## config.mk

```make
export PLATFORM = sky130hd
export DESIGN_NAME = spc_input_ctrl
export DESIGN_NICKNAME = d
export VERILOG_FILES = /design/src/core/spc_pkg.sv /design/src/core/spc_input_ctrl.sv
export SDC_FILE = /design/constraint.sdc
export NUM_CORES = 1
export LEC_CHECK = 0
export BUFFER_PORTS_ARGS = -buffer_cell sky130_fd_sc_hd__buf_2
export CAP_MARGIN = 25
export CELL_PAD_IN_SITES_DETAIL_PLACEMENT = 1
export CELL_PAD_IN_SITES_GLOBAL_PLACEMENT = 2
export CORE_ASPECT_RATIO = 1.1
export CORE_MARGIN = 10
export CORE_UTILIZATION = 44
export CTS_CLUSTER_SIZE = 30
export DETAILED_ROUTE_END_ITERATION = 6
export PLACE_DENSITY = 0.89
export SETUP_SLACK_MARGIN = 0.5
export SYNTH_ARGS = -nofsm -noshare
export SYNTH_HDL_FRONTEND = slang
export SYNTH_SLANG_ARGS = --single-unit
```

## constraint.sdc

```tcl
create_clock -name MCLK -period 2.9 [get_ports MCLK]
set_input_delay 0.29 -clock MCLK [delete_from_list [all_inputs] [get_ports MCLK]]
set_output_delay 0.29 -clock MCLK [all_outputs]
set_load 0.05 [all_outputs]
```

## src/core/spc_pkg.sv

```systemverilog
// Shared constants, modes and the captured symbol type for the parallel input control block.
package spc_pkg;

  localparam int unsigned PIXEL_W = 24;
  localparam int unsigned FIFO_DEPTH = 4;
  localparam int unsigned FILTER_HOLD_CLOCKS = 3;

  localparam int unsigned MCLK_FREQ_MHZ = 125;
  localparam int unsigned LOCK_WAIT_NS = 1000;
  localparam int unsigned LOCK_WAIT_CYCLES = (LOCK_WAIT_NS * MCLK_FREQ_MHZ + 999) / 1000;
  localparam int unsigned LOCK_CNT_W = $clog2(LOCK_WAIT_CYCLES + 1);

  localparam logic RST_OVR_EN = 1'b0;
  localparam logic RST_OVR_VALUE = 1'b0;
  localparam logic [PIXEL_W-1:0] BIST_SEED = 24'h000001;

  typedef enum logic [1:0] {
    SPC_MODE_NATIVE_UNFILT = 2'b00,
    SPC_MODE_NATIVE_FILT = 2'b01,
    SPC_MODE_COMPAT_A = 2'b10,
    SPC_MODE_COMPAT_B = 2'b11
  } spc_mode_t;

  typedef enum logic [1:0] {
    SPC_PS_DOWN = 2'b00,
    SPC_PS_LOCKING = 2'b01,
    SPC_PS_ACTIVE = 2'b10
  } spc_pwr_t;

  typedef struct packed {
    logic vsync;
    logic hsync;
    logic data_enable;
    logic [PIXEL_W-1:0] pixel;
  } spc_symbol_t;

  localparam int unsigned SYMBOL_W = $bits(spc_symbol_t);

endpackage : spc_pkg

```

## src/core/spc_input_ctrl.sv

```systemverilog
// Parallel pixel capture, control filter, power-down and mode control, with the symbol FIFO.
// Operation
// Filtered sync pulses need three clocks minimum.
// Filter off forwards control changes without minimum.
// Source toggles hsync at most twice per 130.
// Source toggles vsync at most once per 130.
// Edge select high captures on rising edge.
// Edge select low captures on falling edge.
// Power-down high means normal serializing operation.
// Power-down low stops, serial legs both high.
// Control registers reset while powered down.
// Config 00 selects native mode, filter off.
// Config 01 selects native mode, filter on.
// Config 10 selects first backward-compatible mode.
// Config 11 selects second backward-compatible mode.
// Self-test enable high enters link self-test.
// Swing select picks high or low drive.
// Pixel word is red, green, blue lanes.
// Data enable filtered exactly like horizontal sync.
// Word and controls captured on one edge.
// Serial output idles until PLL relocks.
`timescale 1ns/100ps
`default_nettype none

module spc_fifo #(
  parameter int unsigned WIDTH = 27,
  parameter int unsigned DEPTH = 4
) (
  input wire logic clk,
  input wire logic rst,
  input wire logic flush,
  input wire logic in_valid,
  output logic in_ready,
  input wire logic [WIDTH-1:0] in_data,
  output logic out_valid,
  input wire logic out_ready,
  output logic [WIDTH-1:0] out_data
);
  localparam int unsigned AW = (DEPTH > 1) ? $clog2(DEPTH) : 1;
  localparam logic [AW:0] DEPTH_CNT = (AW + 1)'(DEPTH);
  localparam logic [AW-1:0] LAST_PTR = AW'(DEPTH - 1);

  logic [WIDTH-1:0] mem_r [DEPTH];
  logic [AW-1:0] wr_ptr_r;
  logic [AW-1:0] rd_ptr_r;
  logic [AW:0] cnt_r;
  logic [WIDTH-1:0] out_data_r;
  logic out_valid_r;
  logic push;
  logic load;
  logic from_mem;
  logic bypass;
  logic store;

  // The output stage is a register so the consumer never sees a memory read path.
  always_comb
  begin
    push = in_valid & in_ready;
    load = ~out_valid_r | out_ready;
    from_mem = load & (cnt_r != '0);
    bypass = load & (cnt_r == '0) & push;
    store = push & ~bypass;
  end

  assign in_ready = (cnt_r < DEPTH_CNT);
  assign out_valid = out_valid_r;
  assign out_data = out_data_r;

  always_ff @(posedge clk)
  begin
    if (store)
    begin
      mem_r[wr_ptr_r] <= in_data;
    end
  end

  always_ff @(posedge clk)
  begin
    if (rst | flush)
    begin
      wr_ptr_r <= '0;
      rd_ptr_r <= '0;
      cnt_r <= '0;
    end
    else
    begin
      if (store)
      begin
        wr_ptr_r <= (wr_ptr_r == LAST_PTR) ? '0 : wr_ptr_r + 1'b1;
      end
      if (from_mem)
      begin
        rd_ptr_r <= (rd_ptr_r == LAST_PTR) ? '0 : rd_ptr_r + 1'b1;
      end
      if (store & ~from_mem)
      begin
        cnt_r <= cnt_r + 1'b1;
      end
      else if (from_mem & ~store)
      begin
        cnt_r <= cnt_r - 1'b1;
      end
    end
  end

  always_ff @(posedge clk)
  begin
    if (rst | flush)
    begin
      out_valid_r <= 1'b0;
      out_data_r <= '0;
    end
    else if (load)
    begin
      if (from_mem)
      begin
        out_data_r <= mem_r[rd_ptr_r];
        out_valid_r <= 1'b1;
      end
      else if (bypass)
      begin
        out_data_r <= in_data;
        out_valid_r <= 1'b1;
      end
      else
      begin
        out_valid_r <= 1'b0;
      end
    end
  end
endmodule : spc_fifo

module spc_ctl_filter #(
  parameter int unsigned HOLD = 3
) (
  input wire logic clk,
  input wire logic clr,
  input wire logic strobe,
  input wire logic enable,
  input wire logic din,
  output logic dout
);
  localparam int unsigned CW = $clog2(HOLD + 1);
  localparam logic [CW-1:0] LAST_CNT = CW'(HOLD - 1);

  logic [CW-1:0] cnt_r;
  logic dout_r;

  assign dout = dout_r;

  // minimum pulse width
  // A change is forwarded only after it has been seen on HOLD captures in a row; a shorter pulse is dropped.
  always_ff @(posedge clk)
  begin
    if (clr)
    begin
      cnt_r <= '0;
      dout_r <= 1'b0;
    end
    else if (strobe)
    begin
      if (din == dout_r)
      begin
        cnt_r <= '0;
      end
      // unfiltered pass-through
      else if (!enable || cnt_r == LAST_CNT)
      begin
        dout_r <= din;
        cnt_r <= '0;
      end
      else
      begin
        cnt_r <= cnt_r + 1'b1;
      end
    end
  end
endmodule : spc_ctl_filter

module spc_input_ctrl
  import spc_pkg::*;
(
  input wire logic MCLK,
  input wire logic SYS_RST,
  input wire logic PIXEL_CLOCK_IN,
  input wire logic [PIXEL_W-1:0] PIXEL_WORD_IN,
  input wire logic DATA_ENABLE_IN,
  input wire logic HSYNC_IN,
  input wire logic VSYNC_IN,
  input wire logic POWER_DOWN_N,
  input wire logic CAPTURE_EDGE_SELECT,
  input wire logic [1:0] CONFIG_SELECT,
  input wire logic SELF_TEST_ENABLE,
  input wire logic SWING_LEVEL_SELECT,
  input wire logic REG_WRITE,
  input wire logic REG_EDGE_OVR_EN,
  input wire logic REG_EDGE_VALUE,
  input wire logic REG_SWING_OVR_EN,
  input wire logic REG_SWING_VALUE,
  input wire logic SYMBOL_READY,
  output logic SYMBOL_VALID,
  output spc_symbol_t SYMBOL_OUT,
  output logic PLL_LOCKED,
  output logic SER_LEGS_HIGH,
  output spc_mode_t LINK_MODE,
  output logic FILTER_ENABLE,
  output logic SELF_TEST_ACTIVE,
  output logic SWING_HIGH,
  output logic CAPTURE_OVERRUN
);
  localparam int LOCK_DLY = int'(LOCK_WAIT_CYCLES);
  localparam logic [LOCK_CNT_W-1:0] LOCK_LAST = LOCK_CNT_W'(LOCK_WAIT_CYCLES - 1);

  spc_pwr_t state_r;
  logic [LOCK_CNT_W-1:0] lock_cnt_r;
  logic down;
  logic active;
  logic edge_ovr_en_r;
  logic edge_ovr_val_r;
  logic swing_ovr_en_r;
  logic swing_ovr_val_r;
  logic edge_sel_r;
  logic swing_r;
  spc_mode_t mode_r;
  logic filter_en_r;
  logic bist_r;
  logic pclk_prev_r;
  logic rise;
  logic fall;
  logic cap;
  logic [PIXEL_W-1:0] pixel_r;
  logic [PIXEL_W-1:0] bist_pat_r;
  logic vs_r;
  logic de_f;
  logic hs_f;
  logic push_r;
  logic fifo_ready;
  logic pll_locked_r;
  logic legs_high_r;
  logic overrun_r;
  spc_symbol_t fifo_in;
  logic [SYMBOL_W-1:0] fifo_out;

  assign down = SYS_RST | ~POWER_DOWN_N;
  assign active = ~down & (state_r == SPC_PS_ACTIVE);

  // normal operation
  // relock wait
  // The lock wait restarts on every power-up, so a short glitch on power-down costs a full relock.
  always_ff @(posedge MCLK)
  begin
    if (down)
    begin
      state_r <= SPC_PS_DOWN;
      lock_cnt_r <= '0;
    end
    else
    begin
      case (state_r)
        SPC_PS_DOWN:
        begin
          state_r <= SPC_PS_LOCKING;
          lock_cnt_r <= '0;
        end
        SPC_PS_LOCKING:
        begin
          if (lock_cnt_r == LOCK_LAST)
          begin
            state_r <= SPC_PS_ACTIVE;
          end
          else
          begin
            lock_cnt_r <= lock_cnt_r + 1'b1;
          end
        end
        SPC_PS_ACTIVE:
        begin
          state_r <= SPC_PS_ACTIVE;
        end
        default:
        begin
          state_r <= SPC_PS_DOWN;
        end
      endcase
    end
  end

  // idle legs high
  always_ff @(posedge MCLK)
  begin
    pll_locked_r <= active;
    legs_high_r <= ~active;
  end

  // reset in power-down
  always_ff @(posedge MCLK)
  begin
    if (down)
    begin
      edge_ovr_en_r <= RST_OVR_EN;
      edge_ovr_val_r <= RST_OVR_VALUE;
      swing_ovr_en_r <= RST_OVR_EN;
      swing_ovr_val_r <= RST_OVR_VALUE;
    end
    else if (REG_WRITE)
    begin
      edge_ovr_en_r <= REG_EDGE_OVR_EN;
      edge_ovr_val_r <= REG_EDGE_VALUE;
      swing_ovr_en_r <= REG_SWING_OVR_EN;
      swing_ovr_val_r <= REG_SWING_VALUE;
    end
  end

  // mode decode
  // filter enable
  // compatibility modes
  // compatibility modes
  // swing selection
  always_ff @(posedge MCLK)
  begin
    if (down)
    begin
      edge_sel_r <= RST_OVR_VALUE;
      swing_r <= RST_OVR_VALUE;
      mode_r <= SPC_MODE_NATIVE_UNFILT;
      filter_en_r <= 1'b0;
      bist_r <= 1'b0;
    end
    else
    begin
      edge_sel_r <= edge_ovr_en_r ? edge_ovr_val_r : CAPTURE_EDGE_SELECT;
      swing_r <= swing_ovr_en_r ? swing_ovr_val_r : SWING_LEVEL_SELECT;
      mode_r <= spc_mode_t'(CONFIG_SELECT);
      filter_en_r <= (spc_mode_t'(CONFIG_SELECT) == SPC_MODE_NATIVE_FILT);
      bist_r <= SELF_TEST_ENABLE;
    end
  end

  // The pixel clock is oversampled, so it must stay well below half the system clock.
  always_ff @(posedge MCLK)
  begin
    if (SYS_RST)
    begin
      pclk_prev_r <= 1'b0;
    end
    else
    begin
      pclk_prev_r <= PIXEL_CLOCK_IN;
    end
  end

  assign rise = PIXEL_CLOCK_IN & ~pclk_prev_r;
  assign fall = ~PIXEL_CLOCK_IN & pclk_prev_r;
  // rising edge capture
  // falling edge capture
  assign cap = active & (edge_sel_r ? rise : fall);

  // self-test pattern
  // lane order
  // one symbol per edge
  // vsync is not filtered
  always_ff @(posedge MCLK)
  begin
    if (down)
    begin
      pixel_r <= '0;
      vs_r <= 1'b0;
      bist_pat_r <= BIST_SEED;
      push_r <= 1'b0;
    end
    else
    begin
      push_r <= cap;
      if (cap)
      begin
        vs_r <= VSYNC_IN;
        if (bist_r)
        begin
          pixel_r <= bist_pat_r;
          bist_pat_r <= bist_pat_r + 1'b1;
        end
        else
        begin
          pixel_r <= PIXEL_WORD_IN;
        end
      end
    end
  end

  // data enable filtered
  spc_ctl_filter #(.HOLD(FILTER_HOLD_CLOCKS)) u_de_filter (
    .clk(MCLK),
    .clr(down),
    .strobe(cap),
    .enable(filter_en_r),
    .din(DATA_ENABLE_IN),
    .dout(de_f)
  );

  spc_ctl_filter #(.HOLD(FILTER_HOLD_CLOCKS)) u_hs_filter (
    .clk(MCLK),
    .clr(down),
    .strobe(cap),
    .enable(filter_en_r),
    .din(HSYNC_IN),
    .dout(hs_f)
  );

  assign fifo_in = '{vsync: vs_r, hsync: hs_f, data_enable: de_f, pixel: pixel_r};

  spc_fifo #(.WIDTH(SYMBOL_W), .DEPTH(FIFO_DEPTH)) u_fifo (
    .clk(MCLK),
    .rst(SYS_RST),
    .flush(~POWER_DOWN_N),
    .in_valid(push_r),
    .in_ready(fifo_ready),
    .in_data(fifo_in),
    .out_valid(SYMBOL_VALID),
    .out_ready(SYMBOL_READY),
    .out_data(fifo_out)
  );

  // A symbol that meets a full FIFO is dropped; the sticky flag tells the source.
  always_ff @(posedge MCLK)
  begin
    if (down)
    begin
      overrun_r <= 1'b0;
    end
    else if (push_r & ~fifo_ready)
    begin
      overrun_r <= 1'b1;
    end
  end

  assign SYMBOL_OUT = spc_symbol_t'(fifo_out);
  assign PLL_LOCKED = pll_locked_r;
  assign SER_LEGS_HIGH = legs_high_r;
  assign LINK_MODE = mode_r;
  assign FILTER_ENABLE = filter_en_r;
  assign SELF_TEST_ACTIVE = bist_r;
  assign SWING_HIGH = swing_r;
  assign CAPTURE_OVERRUN = overrun_r;
endmodule : spc_input_ctrl

`default_nettype wire

```

After elaboration in Yosys (flattened, before gate mapping)
Memories as Yosys holds them, arrays and structs flattened. A register that Yosys moved wholly into a read port is not among the register bits.
Index checks and enable logic that the tools add are counted.
{"block": "word_totals", "out_inout_bits": 36, "mem_bits_ro": 0, "latch_bits": 0, "reg_bits": 114, "n_memories": 1, "ram_bits": 108, "word_cells": 114, "in_bits": 42}
{"block": "classes", "n_mul": 0, "n_mux": 24, "eq_ne": 12, "add_sub_neg": 8, "n_shift": 0, "n_div": 0, "n_reduce_logical": 14, "n_lt_le_gt_ge": 1, "n_bitwise": 26}
{"memory": "u_fifo.mem_r", "depth": 4, "word_bits": 27, "read_ports": 1, "rd_ports_with_merged_regs": 1, "wr": 1, "line_no": "spc_input_ctrl.sv:43", "source": "logic [WIDTH-1:0] mem_r [DEPTH];"}
{"cell": "two-way mux 27 bit", "n": 2}
{"cell": "adder 24 x 1 -> 24 bit, second input constant", "n": 1}
{"cell": "two-way mux 24 bit", "n": 1}
{"cell": "two-way mux 2 bit", "n": 9}
{"cell": "one-hot mux 7 bit (2 select lines)", "n": 1}
{"cell": "bitwise AND 1 bit", "n": 12}
{"cell": "NOT 1 bit", "n": 12}
{"cell": "== test 2 bit, second input constant", "n": 5}
{"cell": "adder 2 x 1 -> 2 bit, second input constant", "n": 4}
{"cell": "adder 7 x 1 -> 7 bit, second input constant", "n": 1}
{"cell": "== test 7 bit, second input constant", "n": 1}
{"cell": "two-way mux 1 bit", "n": 7}
{"cell": "two-way mux 7 bit", "n": 1}
{"cell": "two-way mux 3 bit", "n": 2}
{"cell": "one-hot mux 2 bit (3 select lines)", "n": 1}
{"cell": "AND reduction 2 bit", "n": 3}
{"cell": "AND reduction 3 bit", "n": 2}
{"cell": "nonzero test 2 bit", "n": 3}
{"cell": "== test 2 x 1 -> 1 bit, second input constant", "n": 2}
{"cell": "!= test 2 bit, second input constant", "n": 2}
{"cell": "adder 3 x 1 -> 3 bit, second input constant", "n": 1}
{"cell": "zero test 3 bit", "n": 1}
{"cell": "less-than comparator 3 bit, second input constant", "n": 1}
{"cell": "nonzero test 3 bit", "n": 1}
{"cell": "other kinds (6)", "n": 9}

Longest topological paths before layout
{"block": "logic_depth", "depth_word": 10, "depth_mapped": 8, "ltp_nobuf": 7}

Modules after synthesis
A second synthesis with hierarchy kept.
{"block": "unflattened", "cells_unflattened": 692, "hier_area_um2": 9106.2}
{"mod": "spc_fifo", "area_each_um2": 5570.3, "seq_area_each_um2": 3983.8, "cells_per_inst": 316, "instances": 1}
{"mod": "spc_input_ctrl", "area_each_um2": 3245.6, "seq_area_each_um2": 1461.4, "cells_per_inst": 342, "instances": 1}
{"mod": "spc_ctl_filter", "area_each_um2": 145.1, "seq_area_each_um2": 60.1, "cells_per_inst": 17, "instances": 2}

Least setup slack after synthesis
OpenSTA, ideal clock, no wires.
{"block": "synth_path", "path_type": "register to register", "startpoint": "reg u_fifo.out_valid_r, in the netlist u_fifo.out_valid", "endpoint": "mem u_fifo.mem_r[3][0], enable pin", "path_slack_ns": 0.603, "setup_ns": 0.386, "path_buffers": 0, "arrival_ns": 1.910, "synth_period_minus_slack_ns": 2.297, "path_stages_with_launch": 4, "required_time_ns": 2.514, "cell_sequence": "dfxtp_1 nand2b_1 a21oi_1 and2_1"}
{"block": "synth_between", "elab_chain_cells": 8}
{"item": "start: declaration", "line_no": "spc_input_ctrl.sv:48", "source": "logic out_valid_r;"}
{"item": "start signal: assignment", "line_no": "spc_input_ctrl.sv:110", "source": "out_valid_r <= 1'b0;"}
{"item": "start signal: assignment", "line_no": "spc_input_ctrl.sv:118", "source": "out_valid_r <= 1'b1;"}
{"item": "start signal: assignment", "line_no": "spc_input_ctrl.sv:123", "source": "out_valid_r <= 1'b1;"}
{"item": "NOT 1 bit", "line_no": "spc_input_ctrl.sv:59", "source": "load = ~out_valid_r | out_ready;"}
{"item": "OR 1 bit", "line_no": "spc_input_ctrl.sv:59"}
{"item": "bitwise AND 1 bit (2 in series)", "line_no": "spc_input_ctrl.sv:61", "source": "bypass = load & (cnt_r == '0) & push;"}
{"item": "NOT 1 bit", "line_no": "spc_input_ctrl.sv:62", "source": "store = push & ~bypass;"}
{"item": "bitwise AND 1 bit", "line_no": "spc_input_ctrl.sv:62"}
{"item": "two-way mux 1 bit", "line_no": "spc_input_ctrl.sv:71", "source": "if (store)"}
{"item": "two-way mux 1 bit (not written as such)", "line_no": "spc_input_ctrl.sv:73", "source": "mem_r[wr_ptr_r] <= in_data;"}
{"item": "end: declaration", "line_no": "spc_input_ctrl.sv:43"}
No other way between the ends.

Worst setup path in the final report
{"block": "layout_path", "startpoint": "reg u_fifo.cnt_r[0]", "endpoint": "reg u_fifo.out_data_r[15], in the netlist u_fifo.out_data[15]"}
{"block": "layout_between", "elab_chain_cells": 5, "word_cells_on_any_way": 10, "classes_between": "order compare: 1; mux: 1; bitwise: 4; reduce/logical: 4"}
{"item": "start: declaration", "line_no": "spc_input_ctrl.sv:46", "source": "logic [AW:0] cnt_r;"}
{"item": "start signal: assignment", "line_no": "spc_input_ctrl.sv:97", "source": "cnt_r <= cnt_r + 1'b1;"}
{"item": "start signal: assignment", "line_no": "spc_input_ctrl.sv:101", "source": "cnt_r <= cnt_r - 1'b1;"}
{"item": "less-than comparator 3 bit / zero test 3 bit (equally long branches)", "line_no": "spc_input_ctrl.sv:65, spc_input_ctrl.sv:61"}
{"item": "bitwise AND 1 bit, on equally long branches", "line_no": "spc_input_ctrl.sv:58, spc_input_ctrl.sv:61"}
{"item": "bitwise AND 1 bit", "line_no": "spc_input_ctrl.sv:61"}
{"item": "nonzero test 2 bit (no line)"}
{"item": "AND reduction 2 bit (no line)"}
{"item": "end signal: assignment", "line_no": "spc_input_ctrl.sv:117", "source": "out_data_r <= mem_r[rd_ptr_r];"}
{"item": "end signal: assignment", "line_no": "spc_input_ctrl.sv:122", "source": "out_data_r <= in_data;"}
{"item": "end: declaration", "line_no": "spc_input_ctrl.sv:47", "source": "logic [WIDTH-1:0] out_data_r;"}
Several ways; a longest one is shown, not always the timed one.
A chain may end at the register's enable or synchronous reset.

==> results.md <==
* Outcome: finished clean
* Top cell by count, worst path: nand2_1
* Clk buf depth at 3
* Row cnt at 54
* Top_reg_cell synth: dfxtp_1
* Clock power share at around half
* Gr ovfl total at 0
* Post-synth EDFFs at 108
* Synth area leader: edfxtp_1
* Min setup slack post-route at 692.2 ps
* Crit share post-route at around three quarters
* Delay of the slowest cell on the worst path at 590 ps
* MaxCap Viol Count at 0
* Worst Hold Class: in -> reg
* Critical path cell sequence: or3_1, nand2_1, buf_4, nand2_1, a31oi_1
* CP Buf/Inv Count at 1
* First-pass GRT wire length at 36.35 mm
* Post-layout minimum cycle time at around 2200 ps
* DR iter-0 viols at roughly 460
* Drt pass-1 iters at 4
* Crit Path Max Fanout at 17
* Synth async-reset ratio at 0%
* Share of cells above drive strength 1 at approximately a fifth
* Family with the most delay on the worst path: simple AND/OR/NAND/NOR gates
* Clock transition at the registers of the reported paths at ~60 ps
* Layout Skew at slightly below 10 ps
* GRT Util Overall at 16.74%
* P&R area growth vs syn at 17.29%
* Fin. max-slew vios at 0
* Flop pwr share at around 48%
* Area share of the largest cell type after synthesis at between 30% and 40%
* DRC Markers at 0
* RSZ-0062 raised after global routing: no
* PwrDens at between 600 and 700 nW/µm²
* Initial antenna violation count at 1
* CTS buffer count at 24
* Latest clock arrival within the worst-skew pair at between 500 and 600 ps
* Worst slew margin at just over 50%
* Critical Path RT at approximately 3300 ps
* Die Y at roughly 170 µm
* Netlist Area Pre-Place at 9047 µm²
* Worst Path Arrival at 2630 ps
* Drt wl/cell at 20.84 µm
* # clock sinks at between 200 and 250
* Final Util at between 50% and 60%
* Slowest CP cell: nand2_1
* Design area at approximately 11000 µm²
* Largest net degree at the start of global routing at 54
* I/O pin cnt at 78
* HPWL Detailed at ~15 mm
* Sw Pwr at 1.362 mW
* Fin cells at between 1000 and 1500
* Hold WS at approximately 26 ps
* Die ar. at ~27000 µm²
* Core area at approximately 20000 µm²
* Worst Tran Pin Value at between 700 and 800 ps
* H-tree levels at 1
* Cell Int Power at between 5 and 6 mW
* Critical Path Start Type: flip-flop
* Via-to-Cell Ratio at ~5.7
* Initial core utilization at a little under half
* R2R depth at 5
* Fin. Hold Viols at 0
* Setup TNS at 0 ps
* WHS Path Cells at 3
* Post-Place Worst Slack at ~550 ps
* Crit. path cell count at 5
* RD Place Congestion at ~0.8
* Routed Antenna Nets at 0
* Syn avg cell area at ~12 µm²
* CTS tree: done
* LEAKAGE at 3.551 nW
* Critical path capture point type: flip-flop
* Gate power share at about 2.2%
* Placed Area at around 9700 µm²
* Post-CTS Setup Repair Bufs at 0
* Max Clk Rate at 0.4529 GHz
* Cells after Synth at between 700 and 800
* Final net count at 867
* Vias in the first global route at about 6700
* Crit Path Class: reg -> reg
* FF+latch count, synth at roughly 220
* Total Wirelength at approximately 23 mm
* Final setup viols at 0
* Ranking of synthesized cells by area: edfxtp_1 36%, dfxtp_1 26%, mux4_2 6.7%
* Via count at 6184
* Sequential fraction of the synthesis area at between 60% and 70%
* Syn Nets at approximately 790
* Total power at roughly 7 mW
* Clock root buffer: clkbuf_16
* Synth cell types at 52
* Ys Warns at 0
* Max VDD drop at ~0.36 mV
* Die width at ~160 µm
* Sw Share at 19.80%
* I/O Buffers at between 70 and 80
* Placed cell count at about 1000
-- per-layer routing --
metal	track usage, %	part of all wire [%]	vias to the layer above
li1	-	-	2917
met1	20.73	43	3099
met2	29.20	51	130
met3	3.530	5.0	36
met4	3.901	1.7	2
met5	0	0.058	-
-- cell usage after synthesis (14+ instances only) --
master and n:
dfxtp_1 116, edfxtp_1 108, nand2_1 81, nor2_1 41
a21oi_1 37, o21ai_0 36, mux2i_1 34, mux4_2 27
a31oi_1 26, a211oi_1 23, clkbuf_1 20, o31ai_1 16
or4_1 16, nand3_1 15, or3_1 14
-- tightest hold or removal path, cell delays in order --
cell and delay, ps:
buf_2 70, mux2i_1 50, nor2_1 80
-- state kept, by name, indices dropped and copies added (netlist names), 2 cells and up, named ones only --
name,cells
lock_cnt_r,7
u_fifo.wr_ptr_r,2
state_r,2
u_fifo.mem_r,108
u_fifo.cnt_r,3
u_fifo.out_data,27
u_fifo.rd_ptr_r,2
u_hs_filter.cnt_r,2
u_de_filter.cnt_r,2
bist_pat_r,24
LINK_MODE,2
pixel_r,24
-- placed cells by master (no fill, tap or decap), drive strengths merged, types with 4 or more instances in the layout --
cell         Yosys  final
nor3             5      5
and2             9      9
o211ai           8      8
dfxtp          116    116
or3             14     14
ha              13     13
a31oi           26     26
edfxtp         108    108
and4             4      4
o31ai           16     16
mux2i           34     34
mux4            27     27
inv             14     15
clkinv           0      6
or4             16     16
nand3           15     15
nor2b            7      7
nand2           81     81
a211oi          23     23
o21ai           40     40
bufinv           0      6
nand4            8      8
a21oi           37     37
clkbuf          21     29
nor2            41     41
buf             21     90
dlygate4sd3      0      4
nand2b           4      4
-- power by group through the flow --
stage | sequential (mW) | combinational (mW) | clock (mW)
6_report | 3.30 | 0.149 | 3.43
5_1_grt | 3.30 | 0.163 | 3.63
4_1_cts | 3.30 | 0.150 | 3.49
3_5_place_dp | 3.37 | 0.145 | 0
3_3_place_gp | 3.37 | 0.140 | 0
2_1_floorplan | 3.38 | 0.0756 | 0
-- cell families after synthesis --
family / after synthesis / synth area share, %
flops: 224 / 61.51
simple gates: 215 / 11.99
compound gates: 158 / 10.81
mux: 61 / 10.48
buf+inv: 56 / 2.697
fa+ha+maj: 14 / 2.019
xor+xnor: 5 / 0.4841
-- cell type report --
type / instances / area (µm²)
Fill cell: 2027 / 9388
Sequential cell: 224 / 5567
Multi-Input combinational cell: 453 / 3248
Clock buffer: 29 / 660.6
Timing Repair Buffer: 94 / 523.0
Tap cell: 252 / 315.3
Clock inverter: 15 / 240.2
Inverter: 14 / 55.05
Antenna cell: 1 / 2.502
-- worst paths after layout --
| check | from | to | slack (ps) |
|---|---|---|---|
| max | u_fifo.cnt_r[0]$_SDFFE_PP0P_ | u_fifo.out_data[15]$_SDFFE_PP0P_ | 690 |
| min reg2reg | u_fifo.out_data[25]$_SDFFE_PP0P_ | u_fifo.out_data[25]$_SDFFE_PP0P_ | 460 |
| min | REG_EDGE_VALUE | edge_ovr_val_r$_SDFFE_PP0P_ | 30 |
| max reg2reg | u_fifo.cnt_r[0]$_SDFFE_PP0P_ | u_fifo.out_data[15]$_SDFFE_PP0P_ | 690 |
-- timing repair --
item                                    in CTS  in global routing
hold buffers                                 4                  0
endpoints found under the setup margin       0                  5
resized for setup                            0                  3
endpoints found under the hold margin        5                  0
Power figures use the tool's default switching activity.
